**config.mk**
```make
export PLATFORM = sky130hd
export DESIGN_NAME = mrx_top
export DESIGN_NICKNAME = d
export VERILOG_FILES = /design/src/rtl/mrx_pkg.sv /design/src/rtl/mrx_rx_char.sv /design/src/rtl/mrx_top.sv
export VERILOG_INCLUDE_DIRS = /design/src /design/src/rtl
export SDC_FILE = /design/constraint.sdc
export NUM_CORES = 1
export LEC_CHECK = 0
export ABC_AREA = 1
export BUFFER_PORTS_ARGS = -buffer_cell sky130_fd_sc_hd__buf_2
export CELL_PAD_IN_SITES_DETAIL_PLACEMENT = 0
export CELL_PAD_IN_SITES_GLOBAL_PLACEMENT = 1
export CORE_AREA = 2 2 131 133
export DETAILED_ROUTE_END_ITERATION = 10
export DIE_AREA = 0 0 133 135
export PLACE_DENSITY_LB_ADDON = 0.1
export SLEW_MARGIN = 5
export SYNTH_ARGS = -nofsm -noshare
export SYNTH_HDL_FRONTEND = slang
export SYNTH_SLANG_ARGS = --single-unit
```
**constraint.sdc**
```tcl
create_clock -name ref_clk -period 2.3 [get_ports ref_clk]
set_clock_uncertainty 0.15 [all_clocks]
set_input_delay 0.115 -clock ref_clk [delete_from_list [all_inputs] [get_ports ref_clk]]
set_output_delay 0.115 -clock ref_clk [all_outputs]
set_load 0.03 [all_outputs]
```
**src/rtl/mrx_regs.svh**
```systemverilog
// Register offsets, field positions and reset values of the receive mode, data and status bank.
// Assumes an 8-bit address phase on the serial control bus, sent most significant bit first.
`ifndef MRX_REGS_SVH
`define MRX_REGS_SVH

// ----------------------------------------------------------------
// Addresses
// ----------------------------------------------------------------
`define MRX_ADDR_GEN_RESET     8'h01
`define MRX_ADDR_RX_MODE       8'hE2
`define MRX_ADDR_TX_BYTE       8'hE3
`define MRX_ADDR_TX_BYTE_OVSP  8'hE4
`define MRX_ADDR_RX_BYTE       8'hE5
`define MRX_ADDR_EVENT_FLAGS   8'hE6

// ----------------------------------------------------------------
// Receive mode fields
// ----------------------------------------------------------------
`define MRX_RXM_MODE_HI        15
`define MRX_RXM_MODE_LO        12
`define MRX_RXM_GAIN_HI        11
`define MRX_RXM_GAIN_LO        9
`define MRX_RXM_EQ_BIT         8
`define MRX_RXM_DESC_HI        7
`define MRX_RXM_DESC_LO        6
`define MRX_RXM_USART_HI       5
`define MRX_RXM_USART_LO       3
`define MRX_RXM_FMT_HI         2
`define MRX_RXM_FMT_LO         0
`define MRX_RXM_RESET          16'h0000
`define MRX_MODE_TONES         4'h1
`define MRX_MODE_OFF           4'h0
`define MRX_USART_SYNC         3'h7
`define MRX_USART_SS_PLAIN     3'h6
`define MRX_USART_SS_OV8       3'h5
`define MRX_USART_SS_OV4       3'h4

// ----------------------------------------------------------------
// Status fields
// ----------------------------------------------------------------
`define MRX_ST_IRQ             15
`define MRX_ST_RING            14
`define MRX_ST_PROG            13
`define MRX_ST_RX_READY        6
`define MRX_ST_RX_OVFL         5
`define MRX_ST_FRAMING         4
`define MRX_ST_PARITY          3
`define MRX_ST_RESET           16'h0000
`define MRX_ST_CLR_MASK        16'h3FFF

// ----------------------------------------------------------------
// Lengths and counts
// ----------------------------------------------------------------
`define MRX_LEN_ADDR           5'd8
`define MRX_LEN_BYTE           5'd8
`define MRX_LEN_WORD           5'd16
`define MRX_OV8_WINDOW         4'd8
`define MRX_OV4_WINDOW         4'd4

`endif

```
**src/rtl/mrx_pkg.sv**
```systemverilog
// Types shared by the receive mode, data and status bank.
// Assumes the constants of mrx_regs.svh are included where numbers are needed.
package mrx_pkg;

  // ----------------------------------------------------------------
  // Serial bus phases
  // ----------------------------------------------------------------
  typedef enum logic [1:0] {SER_ADDR, SER_WRITE, SER_READ, SER_IGNORE} mrx_ser_e;

  // ----------------------------------------------------------------
  // Receive character engine states
  // ----------------------------------------------------------------
  typedef enum logic [2:0] {CH_IDLE, CH_DATA, CH_PARITY, CH_STOP, CH_SYNC} mrx_char_e;

endpackage : mrx_pkg

```
**src/rtl/mrx_rx_char.sv**
```systemverilog
// Receive character engine: turns demodulated bits into bytes.
// Assumes one bit per rx_bit_valid pulse on ref_clk from the demodulator.
`include "mrx_regs.svh"

module mrx_rx_char
(
  input  wire logic       ref_clk,
  input  wire logic       clr,
  input  wire logic       rx_bit_valid,
  input  wire logic       rx_bit,
  input  wire logic       enable,
  input  wire logic [2:0] usart_mode,
  input  wire logic [2:0] char_format,
  output logic            byte_valid,
  output logic [7:0]      byte_data,
  output logic            framing_err,
  output logic            parity_even
);
  import mrx_pkg::*;

  mrx_char_e  state_reg;
  logic [7:0] shift_reg;
  logic [3:0] bit_cnt_reg;
  logic       par_reg;
  logic [3:0] char_cnt_reg;
  logic       miss_used_reg;
  logic [3:0] data_len;
  logic [3:0] window;
  logic       sync_mode;

  assign data_len  = 4'd5 + {2'b00, char_format[2:1]};
  assign sync_mode = (usart_mode == `MRX_USART_SYNC);
  assign window    = (usart_mode == `MRX_USART_SS_OV8) ? `MRX_OV8_WINDOW : `MRX_OV4_WINDOW;

  // ----------------------------------------------------------------
  // Character assembly
  // ----------------------------------------------------------------
  always_ff @(posedge ref_clk)
  begin
    byte_valid  <= 1'b0;
    framing_err <= 1'b0;
    if (clr || !enable)
    begin
      state_reg     <= CH_IDLE;
      bit_cnt_reg   <= 4'd0;
      shift_reg     <= 8'h00;
      par_reg       <= 1'b0;
      char_cnt_reg  <= 4'd0;
      miss_used_reg <= 1'b0;
      byte_data     <= 8'h00;
      parity_even   <= 1'b0;
    end
    else if (rx_bit_valid)
    begin
      case (state_reg)
        CH_IDLE:
        begin
          if (sync_mode)
          begin
            state_reg   <= CH_SYNC;
            shift_reg   <= {rx_bit, 7'h00};
            bit_cnt_reg <= 4'd1;
          end
          else if (!rx_bit)
          begin
            state_reg   <= CH_DATA;
            bit_cnt_reg <= 4'd0;
            par_reg     <= 1'b0;
            shift_reg   <= 8'h00;
          end
        end
        CH_SYNC:
        begin
          shift_reg   <= {rx_bit, shift_reg[7:1]};
          bit_cnt_reg <= bit_cnt_reg + 4'd1;
          if (bit_cnt_reg == 4'd7)
          begin
            byte_data   <= {rx_bit, shift_reg[7:1]};
            byte_valid  <= 1'b1;
            bit_cnt_reg <= 4'd0;
          end
          if (!sync_mode)
          begin
            state_reg <= CH_IDLE;
          end
        end
        CH_DATA:
        begin
          shift_reg   <= {rx_bit, shift_reg[7:1]};
          par_reg     <= par_reg ^ rx_bit;
          bit_cnt_reg <= bit_cnt_reg + 4'd1;
          if (bit_cnt_reg == data_len - 4'd1)
          begin
            state_reg <= char_format[0] ? CH_PARITY : CH_STOP;
          end
        end
        CH_PARITY:
        begin
          par_reg   <= par_reg ^ rx_bit;
          state_reg <= CH_STOP;
        end
        CH_STOP:
        begin
          byte_data    <= ({rx_bit, shift_reg[7:1]} & 8'h00) | (shift_reg >> (4'd8 - data_len));
          byte_valid   <= 1'b1;
          parity_even  <= ~par_reg;
          char_cnt_reg <= (char_cnt_reg == window - 4'd1) ? 4'd0 : char_cnt_reg + 4'd1;
          if (char_cnt_reg == window - 4'd1)
          begin
            miss_used_reg <= 1'b0;
          end
          if (rx_bit)
          begin
            state_reg <= CH_IDLE;
          end
          else if (usart_mode != `MRX_USART_SS_PLAIN && !miss_used_reg)
          begin
            miss_used_reg <= 1'b1;
            state_reg     <= CH_DATA;
            bit_cnt_reg   <= 4'd0;
            par_reg       <= 1'b0;
          end
          else
          begin
            framing_err <= 1'b1;
            state_reg   <= CH_IDLE;
          end
        end
        default:
        begin
          state_reg <= CH_IDLE;
        end
      endcase
    end
  end

endmodule : mrx_rx_char

```
**src/rtl/mrx_top.sv**
```systemverilog
// Receive mode, transmit and receive data, and status registers of the line modem.
// Assumes a host on the serial control bus and modem detectors on ref_clk.
`include "mrx_regs.svh"

module mrx_top
(
  input  wire logic        ref_clk,
  input  wire logic        sys_rst,
  input  wire logic        bus_clk,
  input  wire logic        bus_sel_n,
  input  wire logic        bus_cmd_data,
  output logic             bus_reply_data,
  input  wire logic        gc_reset,
  input  wire logic        interrupt_pin_enable,
  input  wire logic [5:0]  gc_irq_mask,
  input  wire logic        ring_detect,
  input  wire logic        programming_done_flag,
  input  wire logic        tx_ready_flag,
  input  wire logic        tx_underflow_flag,
  input  wire logic [3:0]  modem_det,
  input  wire logic [2:0]  rx_quality,
  input  wire logic [3:0]  tone_det,
  input  wire logic [3:0]  dtmf_code,
  input  wire logic        rx_bit_valid,
  input  wire logic        rx_bit,
  output logic [3:0]       rx_mode_select,
  output logic [2:0]       rx_gain_code,
  output logic             auto_equaliser_enable,
  output logic [1:0]       descrambler_control,
  output logic [2:0]       tone_detector_select,
  output logic [7:0]       tx_byte_out,
  output logic             tx_byte_load,
  output logic             tx_byte_overspeed,
  output logic             host_interrupt_out_n
);
  import mrx_pkg::*;

  logic [2:0]  clk_sync_reg;
  logic [1:0]  sel_sync_reg;
  logic [1:0]  cmd_sync_reg;
  logic        clk_rise;
  logic        clk_fall;
  mrx_ser_e    ser_reg;
  logic [4:0]  bit_cnt_reg;
  logic [4:0]  wr_len_reg;
  logic [7:0]  addr_reg;
  logic [15:0] shift_in_reg;
  logic [15:0] reply_reg;
  logic [7:0]  addr_next;
  logic [15:0] data_next;
  logic        gen_reset_reg;
  logic        soft_clr;
  logic        rd_rx_byte;
  logic        rd_status;
  logic        wr_commit;
  logic [15:0] receive_mode_config_reg;
  logic [7:0]  receive_byte_reg;
  logic [15:0] status_reg;
  logic [15:0] status_next;
  logic [14:5] status_prev_reg;
  logic [14:5] irq_mask_map;
  logic        modem_mode;
  logic        tones_mode;
  logic        ch_valid;
  logic [7:0]  ch_byte;
  logic        ch_framing;
  logic        ch_parity;

  // ----------------------------------------------------------------
  // Bus input synchronisers
  // ----------------------------------------------------------------
  // The bus clock is only sampled, so it must stay below a quarter of ref_clk.
  always_ff @(posedge ref_clk)
  begin
    if (sys_rst)
    begin
      clk_sync_reg <= 3'b000;
      sel_sync_reg <= 2'b11;
      cmd_sync_reg <= 2'b00;
    end
    else
    begin
      clk_sync_reg <= {clk_sync_reg[1:0], bus_clk};
      sel_sync_reg <= {sel_sync_reg[0], bus_sel_n};
      cmd_sync_reg <= {cmd_sync_reg[0], bus_cmd_data};
    end
  end

  assign clk_rise  = clk_sync_reg[1] & ~clk_sync_reg[2];
  assign clk_fall  = ~clk_sync_reg[1] & clk_sync_reg[2];
  assign addr_next = {shift_in_reg[6:0], cmd_sync_reg[1]};
  assign data_next = {shift_in_reg[14:0], cmd_sync_reg[1]};
  assign soft_clr  = gen_reset_reg | gc_reset;

  // ----------------------------------------------------------------
  // Serial bus slave
  // ----------------------------------------------------------------
  always_ff @(posedge ref_clk)
  begin
    gen_reset_reg <= 1'b0;
    rd_rx_byte    <= 1'b0;
    rd_status     <= 1'b0;
    wr_commit     <= 1'b0;
    if (sys_rst || sel_sync_reg[1])
    begin
      ser_reg        <= SER_ADDR;
      bit_cnt_reg    <= 5'd0;
      wr_len_reg     <= `MRX_LEN_BYTE;
      addr_reg       <= 8'h00;
      shift_in_reg   <= 16'h0000;
      reply_reg      <= 16'h0000;
      bus_reply_data <= 1'b0;
    end
    else
    begin
      case (ser_reg)
        SER_ADDR:
        begin
          if (clk_rise)
          begin
            shift_in_reg <= data_next;
            bit_cnt_reg  <= bit_cnt_reg + 5'd1;
            if (bit_cnt_reg == `MRX_LEN_ADDR - 5'd1)
            begin
              addr_reg    <= addr_next;
              bit_cnt_reg <= 5'd0;
              ser_reg     <= SER_IGNORE;
              case (addr_next)
                `MRX_ADDR_GEN_RESET:
                begin
                  gen_reset_reg <= 1'b1;
                end
                `MRX_ADDR_RX_MODE:
                begin
                  ser_reg    <= SER_WRITE;
                  wr_len_reg <= `MRX_LEN_WORD;
                end
                `MRX_ADDR_TX_BYTE, `MRX_ADDR_TX_BYTE_OVSP:
                begin
                  ser_reg    <= SER_WRITE;
                  wr_len_reg <= `MRX_LEN_BYTE;
                end
                `MRX_ADDR_RX_BYTE:
                begin
                  ser_reg        <= SER_READ;
                  rd_rx_byte     <= 1'b1;
                  reply_reg      <= {receive_byte_reg, 8'h00};
                  bus_reply_data <= receive_byte_reg[7];
                end
                `MRX_ADDR_EVENT_FLAGS:
                begin
                  ser_reg        <= SER_READ;
                  rd_status      <= 1'b1;
                  reply_reg      <= status_reg;
                  bus_reply_data <= status_reg[15];
                end
                default:
                begin
                  ser_reg <= SER_IGNORE;
                end
              endcase
            end
          end
        end
        SER_WRITE:
        begin
          if (clk_rise)
          begin
            shift_in_reg <= data_next;
            bit_cnt_reg  <= bit_cnt_reg + 5'd1;
            if (bit_cnt_reg == wr_len_reg - 5'd1)
            begin
              wr_commit <= 1'b1;
              ser_reg   <= SER_IGNORE;
            end
          end
        end
        SER_READ:
        begin
          if (clk_fall)
          begin
            reply_reg      <= {reply_reg[14:0], 1'b0};
            bus_reply_data <= reply_reg[14];
          end
        end
        default:
        begin
          ser_reg <= SER_IGNORE;
        end
      endcase
    end
  end

  // ----------------------------------------------------------------
  // Receive mode register
  // ----------------------------------------------------------------
  always_ff @(posedge ref_clk)
  begin
    if (sys_rst || soft_clr)
    begin
      receive_mode_config_reg <= `MRX_RXM_RESET;
    end
    else if (wr_commit && addr_reg == `MRX_ADDR_RX_MODE)
    begin
      receive_mode_config_reg <= shift_in_reg;
    end
  end

  assign modem_mode = receive_mode_config_reg[`MRX_RXM_MODE_HI:`MRX_RXM_MODE_LO] > `MRX_MODE_TONES;
  assign tones_mode = receive_mode_config_reg[`MRX_RXM_MODE_HI:`MRX_RXM_MODE_LO] == `MRX_MODE_TONES;

  // Front-end controls are re-registered so that every output leaves a flip-flop.
  always_ff @(posedge ref_clk)
  begin
    if (sys_rst)
    begin
      rx_mode_select        <= 4'h0;
      rx_gain_code          <= 3'h0;
      auto_equaliser_enable <= 1'b0;
      descrambler_control   <= 2'h0;
      tone_detector_select  <= 3'h0;
    end
    else
    begin
      rx_mode_select        <= receive_mode_config_reg[`MRX_RXM_MODE_HI:`MRX_RXM_MODE_LO];
      rx_gain_code          <= receive_mode_config_reg[`MRX_RXM_GAIN_HI:`MRX_RXM_GAIN_LO];
      auto_equaliser_enable <= modem_mode & receive_mode_config_reg[`MRX_RXM_EQ_BIT];
      descrambler_control   <= modem_mode ? receive_mode_config_reg[`MRX_RXM_DESC_HI:`MRX_RXM_DESC_LO] : 2'h0;
      tone_detector_select  <= tones_mode ? receive_mode_config_reg[`MRX_RXM_FMT_HI:`MRX_RXM_FMT_LO] : 3'h0;
    end
  end

  // ----------------------------------------------------------------
  // Transmit byte register
  // ----------------------------------------------------------------
  // The transmit engine shifts tx_byte_out from b0 upward and adds framing itself.
  always_ff @(posedge ref_clk)
  begin
    if (sys_rst)
    begin
      tx_byte_out       <= 8'h00;
      tx_byte_load      <= 1'b0;
      tx_byte_overspeed <= 1'b0;
    end
    else
    begin
      tx_byte_load <= 1'b0;
      if (wr_commit && (addr_reg == `MRX_ADDR_TX_BYTE || addr_reg == `MRX_ADDR_TX_BYTE_OVSP))
      begin
        tx_byte_out       <= shift_in_reg[7:0];
        tx_byte_load      <= 1'b1;
        tx_byte_overspeed <= (addr_reg == `MRX_ADDR_TX_BYTE_OVSP);
      end
    end
  end

  // ----------------------------------------------------------------
  // Receive character engine
  // ----------------------------------------------------------------
  mrx_rx_char u_rx_char
  (
    .ref_clk      (ref_clk),
    .clr          (sys_rst | soft_clr),
    .rx_bit_valid (rx_bit_valid),
    .rx_bit       (rx_bit),
    .enable       (modem_mode & receive_mode_config_reg[`MRX_RXM_USART_HI]),
    .usart_mode   (receive_mode_config_reg[`MRX_RXM_USART_HI:`MRX_RXM_USART_LO]),
    .char_format  (receive_mode_config_reg[`MRX_RXM_FMT_HI:`MRX_RXM_FMT_LO]),
    .byte_valid   (ch_valid),
    .byte_data    (ch_byte),
    .framing_err  (ch_framing),
    .parity_even  (ch_parity)
  );

  always_ff @(posedge ref_clk)
  begin
    if (sys_rst)
    begin
      receive_byte_reg <= 8'h00;
    end
    else if (ch_valid)
    begin
      receive_byte_reg <= ch_byte;
    end
  end

  // ----------------------------------------------------------------
  // Status register
  // ----------------------------------------------------------------
  // Mode-dependent bit meanings
  always_comb
  begin
    status_next      = status_reg & 16'hC000;
    status_next[14]  = ring_detect;
    status_next[13]  = programming_done_flag;
    status_next[12]  = tx_ready_flag;
    status_next[11]  = tx_underflow_flag;
    if (tones_mode)
    begin
      status_next[10]  = tone_det[3];
      status_next[7:5] = tone_det[2:0];
      status_next[3:0] = dtmf_code;
    end
    else if (modem_mode)
    begin
      status_next[10:7] = modem_det;
      status_next[2:0]  = rx_quality;
      status_next[`MRX_ST_RX_READY] = ch_valid | (status_reg[`MRX_ST_RX_READY] & ~rd_rx_byte);
      status_next[`MRX_ST_RX_OVFL]  = (ch_valid & status_reg[`MRX_ST_RX_READY] & ~rd_rx_byte)
                                      | (status_reg[`MRX_ST_RX_OVFL] & ~rd_rx_byte);
      status_next[`MRX_ST_FRAMING]  = ch_framing | (status_reg[`MRX_ST_FRAMING] & ~rd_rx_byte);
      status_next[`MRX_ST_PARITY]   = ch_valid ? ch_parity : status_reg[`MRX_ST_PARITY];
    end
  end

  assign irq_mask_map = {gc_irq_mask[5], gc_irq_mask[4], {2{gc_irq_mask[3]}}, gc_irq_mask[2],
                         {3{gc_irq_mask[1]}}, {2{gc_irq_mask[0]}}};

  // Ring detect keeps working through a control reset, so only sys_rst clears bit 14; a control reset clears bits 13-0, and bit 15 if no masked rise sets it.
  always_ff @(posedge ref_clk)
  begin
    if (sys_rst)
    begin
      status_reg      <= `MRX_ST_RESET;
      status_prev_reg <= 10'h000;
    end
    else
    begin
      status_prev_reg    <= status_reg[14:5];
      status_reg[14:0]   <= status_next[14:0];
      if (soft_clr)
      begin
        status_reg[13:0] <= 14'h0000;
      end
      if (|(status_reg[14:5] & ~status_prev_reg & irq_mask_map))
      begin
        status_reg[`MRX_ST_IRQ] <= 1'b1;
      end
      else if (rd_status || soft_clr)
      begin
        status_reg[`MRX_ST_IRQ] <= 1'b0;
      end
    end
  end

  always_ff @(posedge ref_clk)
  begin
    if (sys_rst)
    begin
      host_interrupt_out_n <= 1'b1;
    end
    else
    begin
      host_interrupt_out_n <= ~(status_reg[`MRX_ST_IRQ] & interrupt_pin_enable);
    end
  end

endmodule : mrx_top

```
==> metrics.yaml <==
run_status:
  status: "finished clean"
clock_network:
  ctsResizeCount: 0
  cts_buffers: 17
  path_clk_slew_ns: 0.06
  clk_path_buf_depth: 2
  htree_levels: 4
  root_buffer: "clkbuf_16"
  clock_latency_ns: 0.42
  clkSinkCount: 166
  cts_tree: "done"
route:
  drc: 0
  ant_nets: 0
  num_vias: 6153
  routedWlPerCell_um: 13.5
  drt_pre_antenna_iters: 5
  drt-total-wl_um: 17200
  initialDrtViolationCount: 334
  vias_per_cell: 4.83
synthesis:
  syn_avg_cell_area_um2: 7.36
  yosysTopAreaCell: "dfxtp_1"
  synth_nets: 987
  synthArstFlopShare_pct: 0
  syn_inst: 948
  synth-seq-area-share_pct: 47.6
  yosys-top-cells-count: "nand2_1, dfxtp_1, nor2_1"
  synth_area_leaders: "dfxtp_1, nand2_1, nor2_1"
  syn_area_mm2: 0.00698
  ys_ff_latch: 166
  synth_cell_types: 44
  synth_most_common_cell: "nand2_1"
  ys_warn_count: 0
  dominantRegCellSynth: "dfxtp_1"
  synth.top_cell.area_share_pct: 47.6
  synth-edff-count: 0
die:
  core_area_mm2: 0.0164
  io_pins: 59
  dieArea_mm2: 0.0180
  die_w_um: 133
  rows: 47
  die_height_um: 135
  initial_core_util_pct: 42.5
worst_setup_path:
  cp.arrival_ns: 2.09
  critPathCaptureType: "flip-flop"
  crit_path_top_delay_cell: "dfxtp_1"
  path_class: "reg2reg"
  critical-path-max-stage-delay_ns: 0.48
  cp-start-kind: "flip-flop"
  timing.rr.start: "shift_in_reg[0]$_SDFFE_PP0P_"
  worst-path-max-fanout: 32
  startpoint: "shift_in_reg[0]$_SDFFE_PP0P_"
  crit_required_ns: 2.46
  crit_chain: "nand2_2 > nor2_8 > nand2_4 > nand3_2 > nand3_4 > a21oi_1 > nor2_1"
run:
  maxCapViolations: 0
placed_design:
  portBuffers: 58
  dp_hpwl_um: 12600
  pre_cts_ws_ns: 0.241
  placedCellCount: 1211
  place_congestion: 0.814
timing:
  period_share_pct: 83.9
  fin_ws_ns: 0.371
  maxSlewHeadroom_pct: 68.9
  fmax_mhz: 519
  period_minus_slack_ns: 1.93
  rsz0062_at_grt: "no"
  hold_violations: 0
  drv_slew: 0
  setup_viol: 0
  max_slew.worst_pin.slew_ns: 0.466
  tns_ns: 0
hold_path:
  worstHoldStart: "gc_reset"
  min-delay-path-class: "in2reg"
layout:
  ff_latch_area_mm2: 0.00332
  multiInputGateArea_mm2: 0.00297
  num-fill-cells: 1649
  n_antenna_cell: 0
  final_util_pct: 50.9
  areaGrowthSynthToFinish_pct: 19.8
  drive_above_1_share_pct: 13.9
  fin_nets: 1080
  final_cells: 1274
global_route:
  grt_pass1_wl_um: 28500
  track_usage_pct: 20.0
  antenna_found_initial: 0
  grt_pass1_vias: 5777
  grt_max_degree: 33
  globalRouteOverflowTotal: 0
power:
  pwr_density_cell_mw_per_mm2: 707
  leakagePower_nw: 3.55
  peakVddDrop_mv: 0.599
  finalPower_w: 0.00591
path summary, 6_finish.rpt:
check	to	slack [ns]	depth (start not counted)
setup / recovery	reply_reg[0]$_SDFFE_PP0P_	0.37	7
hold / removal	status_reg[5]$_SDFF_PP0_	0.04	5
setup reg to reg	reply_reg[0]$_SDFFE_PP0P_	0.37	7
hold reg to reg	clk_sync_reg[1]$_SDFF_PP0_	0.26	2
where the power goes:
group | leakage [nW] | switching (W) | internal (W)
Clock | 0.286 | 0.00120 | 0.00164
Sequential | 1.34 | 0.00000848 | 0.00289
Combinational | 1.93 | 0.0000950 | 0.0000758
critical path, delay by kind of cell (launching register included):
kind / cells / cell delay (ns)
and+or+nand+nor: 6 / 0.94
DFF: 1 / 0.48
AOI/OAI and AO/OA: 1 / 0.25
layout by cell type (no fill, tap or decap), types with 3 or more instances in the layout:
cell type        n
nand2_1        178
dfxtp_1        166
nor2_1         154
inv_1          116
o21ai_0         68
a21oi_1         67
buf_2           58
nand3_1         57
dlygate4sd3_1   28
buf_4           19
clkbuf_16       17
a211oi_1        16
o22ai_1         12
inv_2           10
nand4_1          9
nor2_2           7
nand2_2          7
nor3_1           6
a32o_1           5
ha_1             5
or2_2            4
clkinv_4         4
clkinv_1         3
nor2_4           3
xor2_1           3
layer usage:
layer | vias up | share of wire [%] | track usage [%] | wire [um]
li1 | 3244 | - | - | -
met1 | 2776 | 50 | 26.8 | 8540
met4 | 0 | 2.1 | 7.53 | 356
met3 | 30 | 2.7 | 3.53 | 473
met2 | 103 | 46 | 32.2 | 7850
met5 | - | 0 | 0 | 0
stage by stage:
step                      hold WS [ns]  instance area [um2]
after floorplan                 0.0380                 6980
after global placement           0.161                 7460
after detailed placement         0.161                 7460
after CTS                       0.0183                 8330
after global routing            0.0464                 8360
final                           0.0376                 8360
final cells by class:
| class | count | share of cell area (%) |
|---|---|---|
| flip-flops and latches | 166 | 39.8 |
| multi-input cells | 622 | 35.5 |
| inverters | 129 | 5.79 |
| clock buffers | 19 | 5.30 |
| repair buffers | 105 | 8.53 |
| clock inverters | 13 | 1.78 |
| well taps | 220 | 3.29 |
cells by family (layout without fill, tap and decap cells):
family,Yosys count,in the layout,synth area share [%]
compound gates,179,179,14.4
xor+xnor,4,4,0.502
flops,166,166,47.6
fa+ha+maj,5,5,0.897
buf+inv,160,266,9.85
simple gates,434,434,26.7
timing repair:
item / 4_1_cts / 5_1_grt
buffers inserted: 0 / 3
hold endpoints to repair: 25 / 0
hold buffers: 28 / 0
setup endpoints to repair: 0 / 1
Note: power is estimated with default switching activity, not from simulation.
